## src/hdl/fg_cal_offset_pkg.sv

```systemverilog
// package: register map, field layout and datapath types for the offset bank
package fg_cal_offset_pkg;
   localparam logic [11:0] addr_conv_a_single_input_a = 12'h348;
   localparam logic [11:0] addr_conv_a_single_input_b = 12'h34a;
   localparam logic [11:0] addr_conv_b_input_a = 12'h34c;
   localparam logic [11:0] addr_conv_b_input_b = 12'h34e;
   localparam int num_regs = 4;
   localparam int offset_msb = 11;
   localparam int offset_width = 12;
   localparam int reg_width = 16;
   localparam logic [15:0] reg_reset = 16'h0000;
   localparam logic [31:0] unmapped_read = 32'h00000000;

   // which internal converter and which input the datapath is using
   typedef struct packed {
      logic cal_enable;
      logic single_mode;
      logic phase_90;
      logic conv_b;
      logic input_b;
   } cal_select_t;
endpackage : fg_cal_offset_pkg

```

## src/hdl/fg_cal_offset_adjust_bank.sv

```systemverilog
// module: foreground calibration offset register bank on a classic wishbone slave
`timescale 1ns/1ns
module fg_cal_offset_adjust_bank (
   input wire logic clock_i, // 20 mhz system clock
   input wire logic arst_n_i, // asynchronous reset, active low
   input wire logic wb_cyc_i, // wishbone cycle
   input wire logic wb_stb_i, // wishbone strobe
   input wire logic wb_we_i, // wishbone write enable
   input wire logic [11:0] wb_adr_i, // byte address
   input wire logic [3:0] wb_sel_i, // byte lanes
   input wire logic [31:0] wb_dat_i, // write data
   output logic [31:0] wb_dat_o, // read data
   output logic wb_ack_o, // one-cycle acknowledge
   input wire logic fuse_valid_i, // fuse words stable, one-cycle load pulse
   input wire logic [63:0] fuse_data_i, // four fuse words, register 0 in low bits
   input wire fg_cal_offset_pkg::cal_select_t select_i, // sampling state
   output logic [11:0] offset_o, // offset to add to converter output
   output logic offset_valid_o // an offset is applied this cycle
);
   logic [15:0] regs [4];
   logic [15:0] next_regs [4];
   logic [31:0] next_dat;
   logic next_ack;
   logic [11:0] next_offset;
   logic next_offset_valid;
   logic [1:0] idx;
   logic hit;
   logic req;

   always_comb begin
      req = wb_cyc_i && wb_stb_i && !wb_ack_o;
      hit = 1'b1;
      idx = 2'd0;
      case (wb_adr_i)
         fg_cal_offset_pkg::addr_conv_a_single_input_a: idx = 2'd0;
         fg_cal_offset_pkg::addr_conv_a_single_input_b: idx = 2'd1;
         fg_cal_offset_pkg::addr_conv_b_input_a: idx = 2'd2;
         fg_cal_offset_pkg::addr_conv_b_input_b: idx = 2'd3;
         default: hit = 1'b0;
      endcase
   end

   // bus side; the fuse load wins over a write in the same cycle
   always_comb begin
      for (int i = 0; i < fg_cal_offset_pkg::num_regs; i++) begin
         next_regs[i] = regs[i];
      end
      next_ack = req;
      next_dat = fg_cal_offset_pkg::unmapped_read;
      if (req && hit && !wb_we_i) begin
         next_dat = {16'h0000, regs[idx]};
      end
      if (req && hit && wb_we_i) begin
         if (wb_sel_i[0]) next_regs[idx][7:0] = wb_dat_i[7:0];
         if (wb_sel_i[1]) next_regs[idx][15:8] = wb_dat_i[15:8];
      end
      if (fuse_valid_i) begin
         for (int i = 0; i < fg_cal_offset_pkg::num_regs; i++) begin
            next_regs[i] = fuse_data_i[i*16 +: 16];
         end
      end
   end

   always_ff @(posedge clock_i or negedge arst_n_i) begin
      if (!arst_n_i) begin
         for (int i = 0; i < fg_cal_offset_pkg::num_regs; i++) begin
            regs[i] <= fg_cal_offset_pkg::reg_reset;
         end
         wb_ack_o <= 1'b0;
         wb_dat_o <= 32'h00000000;
      end else begin
         for (int i = 0; i < fg_cal_offset_pkg::num_regs; i++) begin
            regs[i] <= next_regs[i];
         end
         wb_ack_o <= next_ack;
         wb_dat_o <= next_dat;
      end
   end

   // offset selection; only bits 11:0 ever reach the datapath
   always_comb begin
      next_offset = 12'h000;
      next_offset_valid = 1'b0;
      if (select_i.cal_enable) begin
         if (select_i.conv_b) begin
            next_offset_valid = 1'b1;
            next_offset = select_i.input_b ? regs[3][11:0] : regs[2][11:0];
         end else if (!select_i.input_b && select_i.single_mode) begin
            next_offset_valid = 1'b1;
            next_offset = regs[0][11:0];
         end else if (select_i.input_b && select_i.phase_90) begin
            next_offset_valid = 1'b1;
            next_offset = regs[1][11:0];
         end
      end
   end

   always_ff @(posedge clock_i or negedge arst_n_i) begin
      if (!arst_n_i) begin
         offset_o <= 12'h000;
         offset_valid_o <= 1'b0;
      end else begin
         offset_o <= next_offset;
         offset_valid_o <= next_offset_valid;
      end
   end

   property p_conv_b_a;
      @(posedge clock_i) disable iff (!arst_n_i)
      (select_i.cal_enable && select_i.conv_b && !select_i.input_b && !fuse_valid_i
       && !(req && wb_we_i)) |=> (offset_o == regs[2][11:0]) && offset_valid_o;
   endproperty
   a_conv_b_a: assert property (p_conv_b_a) else $error("converter b input a offset wrong");

   property p_conv_b_b;
      @(posedge clock_i) disable iff (!arst_n_i)
      (select_i.cal_enable && select_i.conv_b && select_i.input_b && !fuse_valid_i
       && !(req && wb_we_i)) |=> (offset_o == regs[3][11:0]) && offset_valid_o;
   endproperty
   a_conv_b_b: assert property (p_conv_b_b) else $error("converter b input b offset wrong");

   property p_conv_a_a;
      @(posedge clock_i) disable iff (!arst_n_i)
      (select_i.cal_enable && !select_i.conv_b && !select_i.input_b && select_i.single_mode
       && !fuse_valid_i && !(req && wb_we_i)) |=> offset_o == regs[0][11:0];
   endproperty
   a_conv_a_a: assert property (p_conv_a_a) else $error("converter a input a offset wrong");

   property p_conv_a_b;
      @(posedge clock_i) disable iff (!arst_n_i)
      (select_i.cal_enable && !select_i.conv_b && select_i.input_b && select_i.phase_90
       && !fuse_valid_i && !(req && wb_we_i)) |=> offset_o == regs[1][11:0];
   endproperty
   a_conv_a_b: assert property (p_conv_a_b) else $error("converter a input b offset wrong");

   property p_cal_off;
      @(posedge clock_i) disable iff (!arst_n_i)
      !select_i.cal_enable |=> !offset_valid_o && offset_o == 12'h000;
   endproperty
   a_cal_off: assert property (p_cal_off) else $error("offset applied while cal disabled");

   property p_write_read;
      @(posedge clock_i) disable iff (!arst_n_i)
      (req && hit && wb_we_i && wb_sel_i[1:0] == 2'b11 && !fuse_valid_i)
      |=> regs[$past(idx)] == $past(wb_dat_i[15:0]);
   endproperty
   a_write_read: assert property (p_write_read) else $error("full write not stored");

   property p_fuse;
      @(posedge clock_i) disable iff (!arst_n_i)
      fuse_valid_i |=> regs[0] == $past(fuse_data_i[15:0]) && regs[3] == $past(fuse_data_i[63:48]);
   endproperty
   a_fuse: assert property (p_fuse) else $error("fuse defaults not loaded");

   property p_reserved;
      @(posedge clock_i) disable iff (!arst_n_i)
      select_i.cal_enable && select_i.conv_b && !select_i.input_b |=> offset_o[11:0] == $past(regs[2][11:0]);
   endproperty
   a_reserved: assert property (p_reserved) else $error("offset width wrong");

   property p_ack;
      @(posedge clock_i) disable iff (!arst_n_i)
      wb_ack_o |=> !wb_ack_o;
   endproperty
   a_ack: assert property (p_ack) else $error("ack longer than one cycle");

   property p_unmapped;
      @(posedge clock_i) disable iff (!arst_n_i)
      req && !hit |=> wb_ack_o && wb_dat_o == 32'h00000000;
   endproperty
   a_unmapped: assert property (p_unmapped) else $error("unmapped read not zero");

   property p_read_data;
      @(posedge clock_i) disable iff (!arst_n_i)
      req && hit && !wb_we_i |=> wb_ack_o && wb_dat_o == {16'h0000, $past(regs[idx])};
   endproperty
   a_read_data: assert property (p_read_data) else $error("read data not the register");

   property p_lane_keep;
      @(posedge clock_i) disable iff (!arst_n_i)
      (req && hit && wb_we_i && !wb_sel_i[1] && !fuse_valid_i)
      |=> regs[$past(idx)][15:8] == $past(regs[idx][15:8]);
   endproperty
   a_lane_keep: assert property (p_lane_keep) else $error("unselected byte lane written");

   property p_unmapped_write;
      @(posedge clock_i) disable iff (!arst_n_i)
      (req && !hit && wb_we_i && !fuse_valid_i) |=> regs[0] == $past(regs[0])
         && regs[1] == $past(regs[1]) && regs[2] == $past(regs[2]) && regs[3] == $past(regs[3]);
   endproperty
   a_unmapped_write: assert property (p_unmapped_write) else $error("unmapped write stored");

   // a write racing the fuse load must not leave a half-programmed bank behind
   property p_fuse_wins;
      @(posedge clock_i) disable iff (!arst_n_i)
      (fuse_valid_i && req && wb_we_i) |=> regs[0] == $past(fuse_data_i[15:0])
         && regs[1] == $past(fuse_data_i[31:16]) && regs[2] == $past(fuse_data_i[47:32])
         && regs[3] == $past(fuse_data_i[63:48]);
   endproperty
   a_fuse_wins: assert property (p_fuse_wins) else $error("write beat the fuse load");

   property p_refused_a;
      @(posedge clock_i) disable iff (!arst_n_i)
      (select_i.cal_enable && !select_i.conv_b
       && ((!select_i.input_b && !select_i.single_mode) || (select_i.input_b && !select_i.phase_90)))
      |=> !offset_valid_o && offset_o == 12'h000;
   endproperty
   a_refused_a: assert property (p_refused_a) else $error("converter a offset applied");

   c_write: cover property (@(posedge clock_i) req && hit && wb_we_i);
   c_read: cover property (@(posedge clock_i) req && hit && !wb_we_i);
   c_fuse: cover property (@(posedge clock_i) fuse_valid_i);
   c_apply: cover property (@(posedge clock_i) offset_valid_o);
   c_fuse_write: cover property (@(posedge clock_i) fuse_valid_i && req && wb_we_i);
endmodule : fg_cal_offset_adjust_bank

```

## config.mk

```make
export PLATFORM = sky130hd
export DESIGN_NAME = fg_cal_offset_adjust_bank
export DESIGN_NICKNAME = d
export VERILOG_FILES = /design/src/hdl/fg_cal_offset_pkg.sv /design/src/hdl/fg_cal_offset_adjust_bank.sv
export SDC_FILE = /design/constraint.sdc
export NUM_CORES = 1
export LEC_CHECK = 0
export ABC_AREA = 1
export ABC_CLOCK_PERIOD_IN_PS = 1200
export BUFFER_PORTS_ARGS = -buffer_cell sky130_fd_sc_hd__buf_2
export CORE_MARGIN = 1.5
export CORE_UTILIZATION = 47
export CTS_CLUSTER_DIAMETER = 200
export DETAILED_ROUTE_END_ITERATION = 10
export PLACE_DENSITY = 0.84
export REMOVE_ABC_BUFFERS = 1
export SLEW_MARGIN = 20
export SYNTH_ARGS = -nofsm -noshare
export SYNTH_HDL_FRONTEND = slang
export SYNTH_SLANG_ARGS = --single-unit
```

## constraint.sdc

```tcl
create_clock -name clock_i -period 1.2 [get_ports clock_i]
set_input_delay 0 -clock clock_i [delete_from_list [all_inputs] [get_ports clock_i]]
set_output_delay 0 -clock clock_i [all_outputs]
set_load 0.005 [all_outputs]
```

Word-level counts from Yosys, hierarchy flattened
Index checks and enable logic that the tools add are counted.
Cells by class
  $lt $le $gt $ge: 2
  equality and inequality tests: 4
  mux-type cells: 26
  bitwise logic cells: 1
  reductions and logical operators: 13
Operators by type and width (number)
  64-bit 2-to-1 mux: 5
  64-bit bitwise mux: 2
  16-bit demux with 2-bit select: 2
  16-bit 2-to-1 mux: 4
  12-bit 2-to-1 mux: 5
  12-bit by 10-bit equality test with 1-bit output (second input constant): 4
  16-bit binary-select mux with 2-bit select: 1
  1-bit logical AND: 8
  8-bit 2-to-1 mux: 1
  2-bit one-hot mux with 3 select lines: 1
  1-bit 2-to-1 mux: 5
  4-bit OR reduction: 1
  3-bit >= comparator (second input constant): 1
  1-bit logical NOT: 3
  3-bit by 1-bit < comparator with 1-bit output (second input constant): 1
  2-bit NOT with 3-bit output: 1
  2-bit nonzero test: 1
Storage, ports and cells
  register bits: 110
  input bits: 123
  output and inout bits: 46
  logic and storage cells: 54

Depth between registers and ports, before layout
  depth after elaboration: 14
  mapped depth: 10
  depth with buffers taken out: 10

Worst setup path before layout
No wires, ideal clock.
  kind: register to register
  from: register wb_ack_o
  to: register regs[46] (netlist name)
  library setup time: 0.066 ns
  arrival: 1.305 ns
  data required time: 1.134 ns
  setup slack: -0.171 ns
  stages on the path, launching flop included: 7
  buffers on the path: 1
  period minus slack after synthesis: 1.371 ns
  cell sequence: dfrtp_1 -> nor2_1 -> nand4_1 -> nand2_2 -> buf_4 -> nand3_1 -> nand2_1
Between the ends
  cells in the longest elaborated chain, start to end: 5
Ends and longest elaborated chain
  start: declaration: line fg_cal_offset_adjust_bank.sv:13  | output logic wb_ack_o,
  start signal: assignment: line fg_cal_offset_adjust_bank.sv:75  | wb_ack_o <= next_ack;
  1-bit logical NOT: line fg_cal_offset_adjust_bank.sv:31  | req = wb_cyc_i && wb_stb_i && !wb_ack_o;
  1-bit logical AND: line fg_cal_offset_adjust_bank.sv:31
  via next_ack: line fg_cal_offset_adjust_bank.sv:23  | logic next_ack;
  1-bit logical AND (2 in a row): line fg_cal_offset_adjust_bank.sv:53  | if (req && hit && wb_we_i) begin
  2-bit nonzero test (no source line)
  end signal: indexed assignment: line fg_cal_offset_adjust_bank.sv:67  | regs[i] <= fg_cal_offset_pkg::reg_reset;
  end signal: indexed assignment: line fg_cal_offset_adjust_bank.sv:73  | regs[i] <= next_regs[i];
  end: declaration: line fg_cal_offset_adjust_bank.sv:20  | logic [15:0] regs [4];
The timed path passes the listed nets, and every way through them passes these cells.
A chain may end at the register's enable or synchronous reset.

Final worst setup path
  from: register wb_ack_o
  to: register regs[20] (netlist name)
Same word-level chain as after synthesis.

==> flow_summary.ini <==
[outcome]
status = finished with violations
violations = setup timing

[timing]
finalSetupViolCount = 80
slew_headroom = 0.6624
period_share = 1.147
period_needed_ns = 1.376
finalSetupTns_ns = -10.11
rsz0062_at_grt = yes
worst_slack_ns = -0.1758
slew_viol_final = 0
clock_skew_ns = 0.01142
hold_viol_final = 0
max_freq_ghz = 0.7268
worstMarginPinSlew_ns = 0.5064

[clocking]
cts.path.max_buffers = 2
clkSlewWorstSetupHoldPaths_ns = 0.09
insertion_delay_ns = 0.37
cts_root_buf = clkbuf_8
cts_tree = done
numCtsBuffers = 9
htreeDepth = 3
clock-sinks = 94

[power]
p_int_mw = 5.179
pwr-share-seq = 0.488
switching_share = 0.3001
clkPwrFrac = 0.313
p_per_area_nw_per_um2 = 1008
finalPower_mw = 7.400
p_comb_frac = 0.199
switching_power_mw = 2.221
leakagePower_nw = 3.815
vdd_ir_drop_max_mv = 0.7248

[logic_synthesis]
yosysTopAreaCell = dfrtp_1
synth_async_sr_flop_share = 1.000
ys.flop_type = dfrtp_1
synth_compound_area_frac = 0.1379
ys_ff_latch = 94
synthCells = 706
synth_edf_count = 0
synthMuxAreaShare = 0
synthAdderAreaFrac = 0
synth_top_family_by_area = simple AND/OR/NAND/NOR gates
synth_area_sq_um = 5264
syn_area_per_cell_sq_um = 7.456
synth-xor-area-share = 0
yosys_warnings = 0
ys_top_cells_by_area = dfrtp_1 (45%), nand2_1 (18%), o21ai_0 (7.2%)
synth-seq-area-share = 0.4469
synth_top_area_share = 0.4469
yosys.area_share.simple = 0.3297
ys_types = 31

[final_layout]
nFillCells = 797
num-nets-final = 1023
drive_above_1_share = 0.3186
final_cell_area_sq_um = 7342
diodes = 0
fin_util = 0.6743
area.growth.synth_to_final_pct = 39.48

[die]
start_util = 0.4835
rows = 38
die_h_um = 108.8
dieWidth_um = 108.8
pin_count = 169
design.core.area_sq_um = 10890
die_area_sq_um = 11840

[critical_path]
rr_worst_depth = 7
critical_path.max_fanout = 8
worst-setup-path-type = register to register
cp_data_required_time_ns = 1.47
cp-start-kind = register
crit_arrival_ns = 1.64
critPathCaptureType = register

[placement]
port_buffers = 134
place_ws_ns = -0.2333
placed_cell_area_sq_um = 6320
gp_congestion = 0.8790
dpl.hpwl_mm = 11.17

[global_routing]
antenna_found_initial = 0
track_usage = 0.2878
grt.overflow.total = 0
gr-usage-met3 = 0.04722
grt_max_degree = 95
first_global_vias = 5436
grt_use_met1 = 0.3710
grt_util_met2 = 0.4650
grt_busiest_layer = met2
grt_first_pass_wirelength_mm = 26.04

[route]
drc = 0
routedWlPerCell_um = 17.29
ant_nets = 0
avgViaCountPerCell = 5.693
vias = 5944
drt_pre_antenna_iters = 6
routed_wl_mm = 18.05
dr.first_iter.drc_count = 690

[hold_path]
hold_depth = 5
hp-class = input pin to register

[run]
cap_violations = 0
-- per-layer routing --
| layer | wire length, um | share of wire | up-vias |
|---|---|---|---|
| li1 | - | - | 2690 |
| met1 | 6500 | 0.36 | 2685 |
| met2 | 8422 | 0.47 | 464 |
| met3 | 2145 | 0.12 | 105 |
| met4 | 977 | 0.054 | 0 |
| met5 | 0 | 0 | - |
-- sequential cells by signal (all words and copies together), names as in the netlist --
name and flops:
wb_ack_o 1, offset_o 12, wb_dat_o 16, offset_valid_o 1, regs 64
-- layout make-up --
class | instances | area, sq um | share of cell area
Multi-Input combinational cell | 536 | 2902 | 0.3952
Sequential cell | 94 | 2352 | 0.3204
Clock inverter | 6 | 87.58 | 0.01193
Inverter | 42 | 157.7 | 0.02147
Tap cell | 140 | 175.2 | 0.02386
Clock buffer | 9 | 123.9 | 0.01687
Timing Repair Buffer | 217 | 1544 | 0.2103
-- critical path, stage by stage, from the launching register on --
cell     delay [ns]
dfrtp_1        0.41
nor2_2         0.11
buf_6          0.12
nand4_1        0.15
nand2_4        0.19
nand2_4        0.12
nand2_1        0.11
nand2_1        0.06
-- metrics by stage --
step | cells | hold WS [ns]
6_report | 1044 | 0.002922
5_1_grt | 1044 | 0.009829
4_1_cts | 1042 | 0.0004972
3_5_place_dp | 993 | 0.08703
3_3_place_gp | 993 | 0.08758
2_1_floorplan | 672 | -0.2956
-- cell usage after synthesis (2+ instances only) --
library cell	n
nor3_2	2
o21ai_1	15
buf_4	18
buf_2	6
nand3_1	66
a31oi_1	5
a21oi_1	15
o211ai_1	2
nor2_1	12
dfrtp_1	94
o21ai_0	76
nand4_1	6
nor2_4	2
nand3_2	4
a21boi_0	5
inv_1	36
nand2_1	254
nor2_8	2
inv_2	6
a221oi_1	11
buf_6	4
nor3_1	19
nand2_2	16
nor2_2	4
clkbuf_1	20
-- cell families (layout without fill, tap and decap cells) --
group / Yosys count / after routing
AND/OR/NAND/NOR: 389 / 389
AO/OA/AOI/OAI: 131 / 131
flip-flops: 94 / 94
buffers and inverters: 91 / 274
other: 1 / 16
-- power by group through the flow --
stage          Sequential, mW  Combinational (mW)  Clock [mW]
6_report                 3.61                1.47        2.32
3_3_place_gp             3.63                1.17           0
3_5_place_dp             3.64                1.19           0
4_1_cts                  3.58                1.35        2.28
2_1_floorplan            3.60               0.609           0
5_1_grt                  3.64                1.61        2.42
-- cells in the final DEF (no fill, tap or decap), types with 10 or more instances in the layout --
cell type / instances
a21oi_1: 15
a221oi_1: 11
buf_2: 133
buf_4: 30
buf_6: 10
conb_1: 16
dfrtp_1: 94
dlygate4sd3_1: 34
inv_1: 36
nand2_1: 238
nand2_2: 19
nand3_1: 43
nand3_2: 27
nor3_1: 13
o21ai_0: 76
o21ai_1: 15
-- worst paths after layout --
kind | startpoint | to | slack [ns]
worst min-delay path | fuse_data_i[1] | regs[49]$_DFFE_PN0P_ | 0.003
worst max register to register | wb_ack_o$_DFF_PN0_ | regs[20]$_DFFE_PN0P_ | -0.18
min in group asynchronous | arst_n_i | regs[45]$_DFFE_PN0P_ | 0.21
worst min register to register | regs[43]$_DFFE_PN0P_ | regs[43]$_DFFE_PN0P_ | 0.48
max in group asynchronous | arst_n_i | regs[22]$_DFFE_PN0P_ | 0.59
worst max-delay path | wb_ack_o$_DFF_PN0_ | regs[20]$_DFFE_PN0P_ | -0.18
-- what timing repair did --
action | 4_1_cts | 5_1_grt
setup endpoints to repair | 80 | 80
gates resized for setup | 39 | 52
gates cloned | 0 | 1
hold endpoints to repair | 128 | 0
hold buffers | 34 | 0
setup buffers | 0 | 1
pin swaps | 28 | 17
Power figures use the tool's default switching activity.
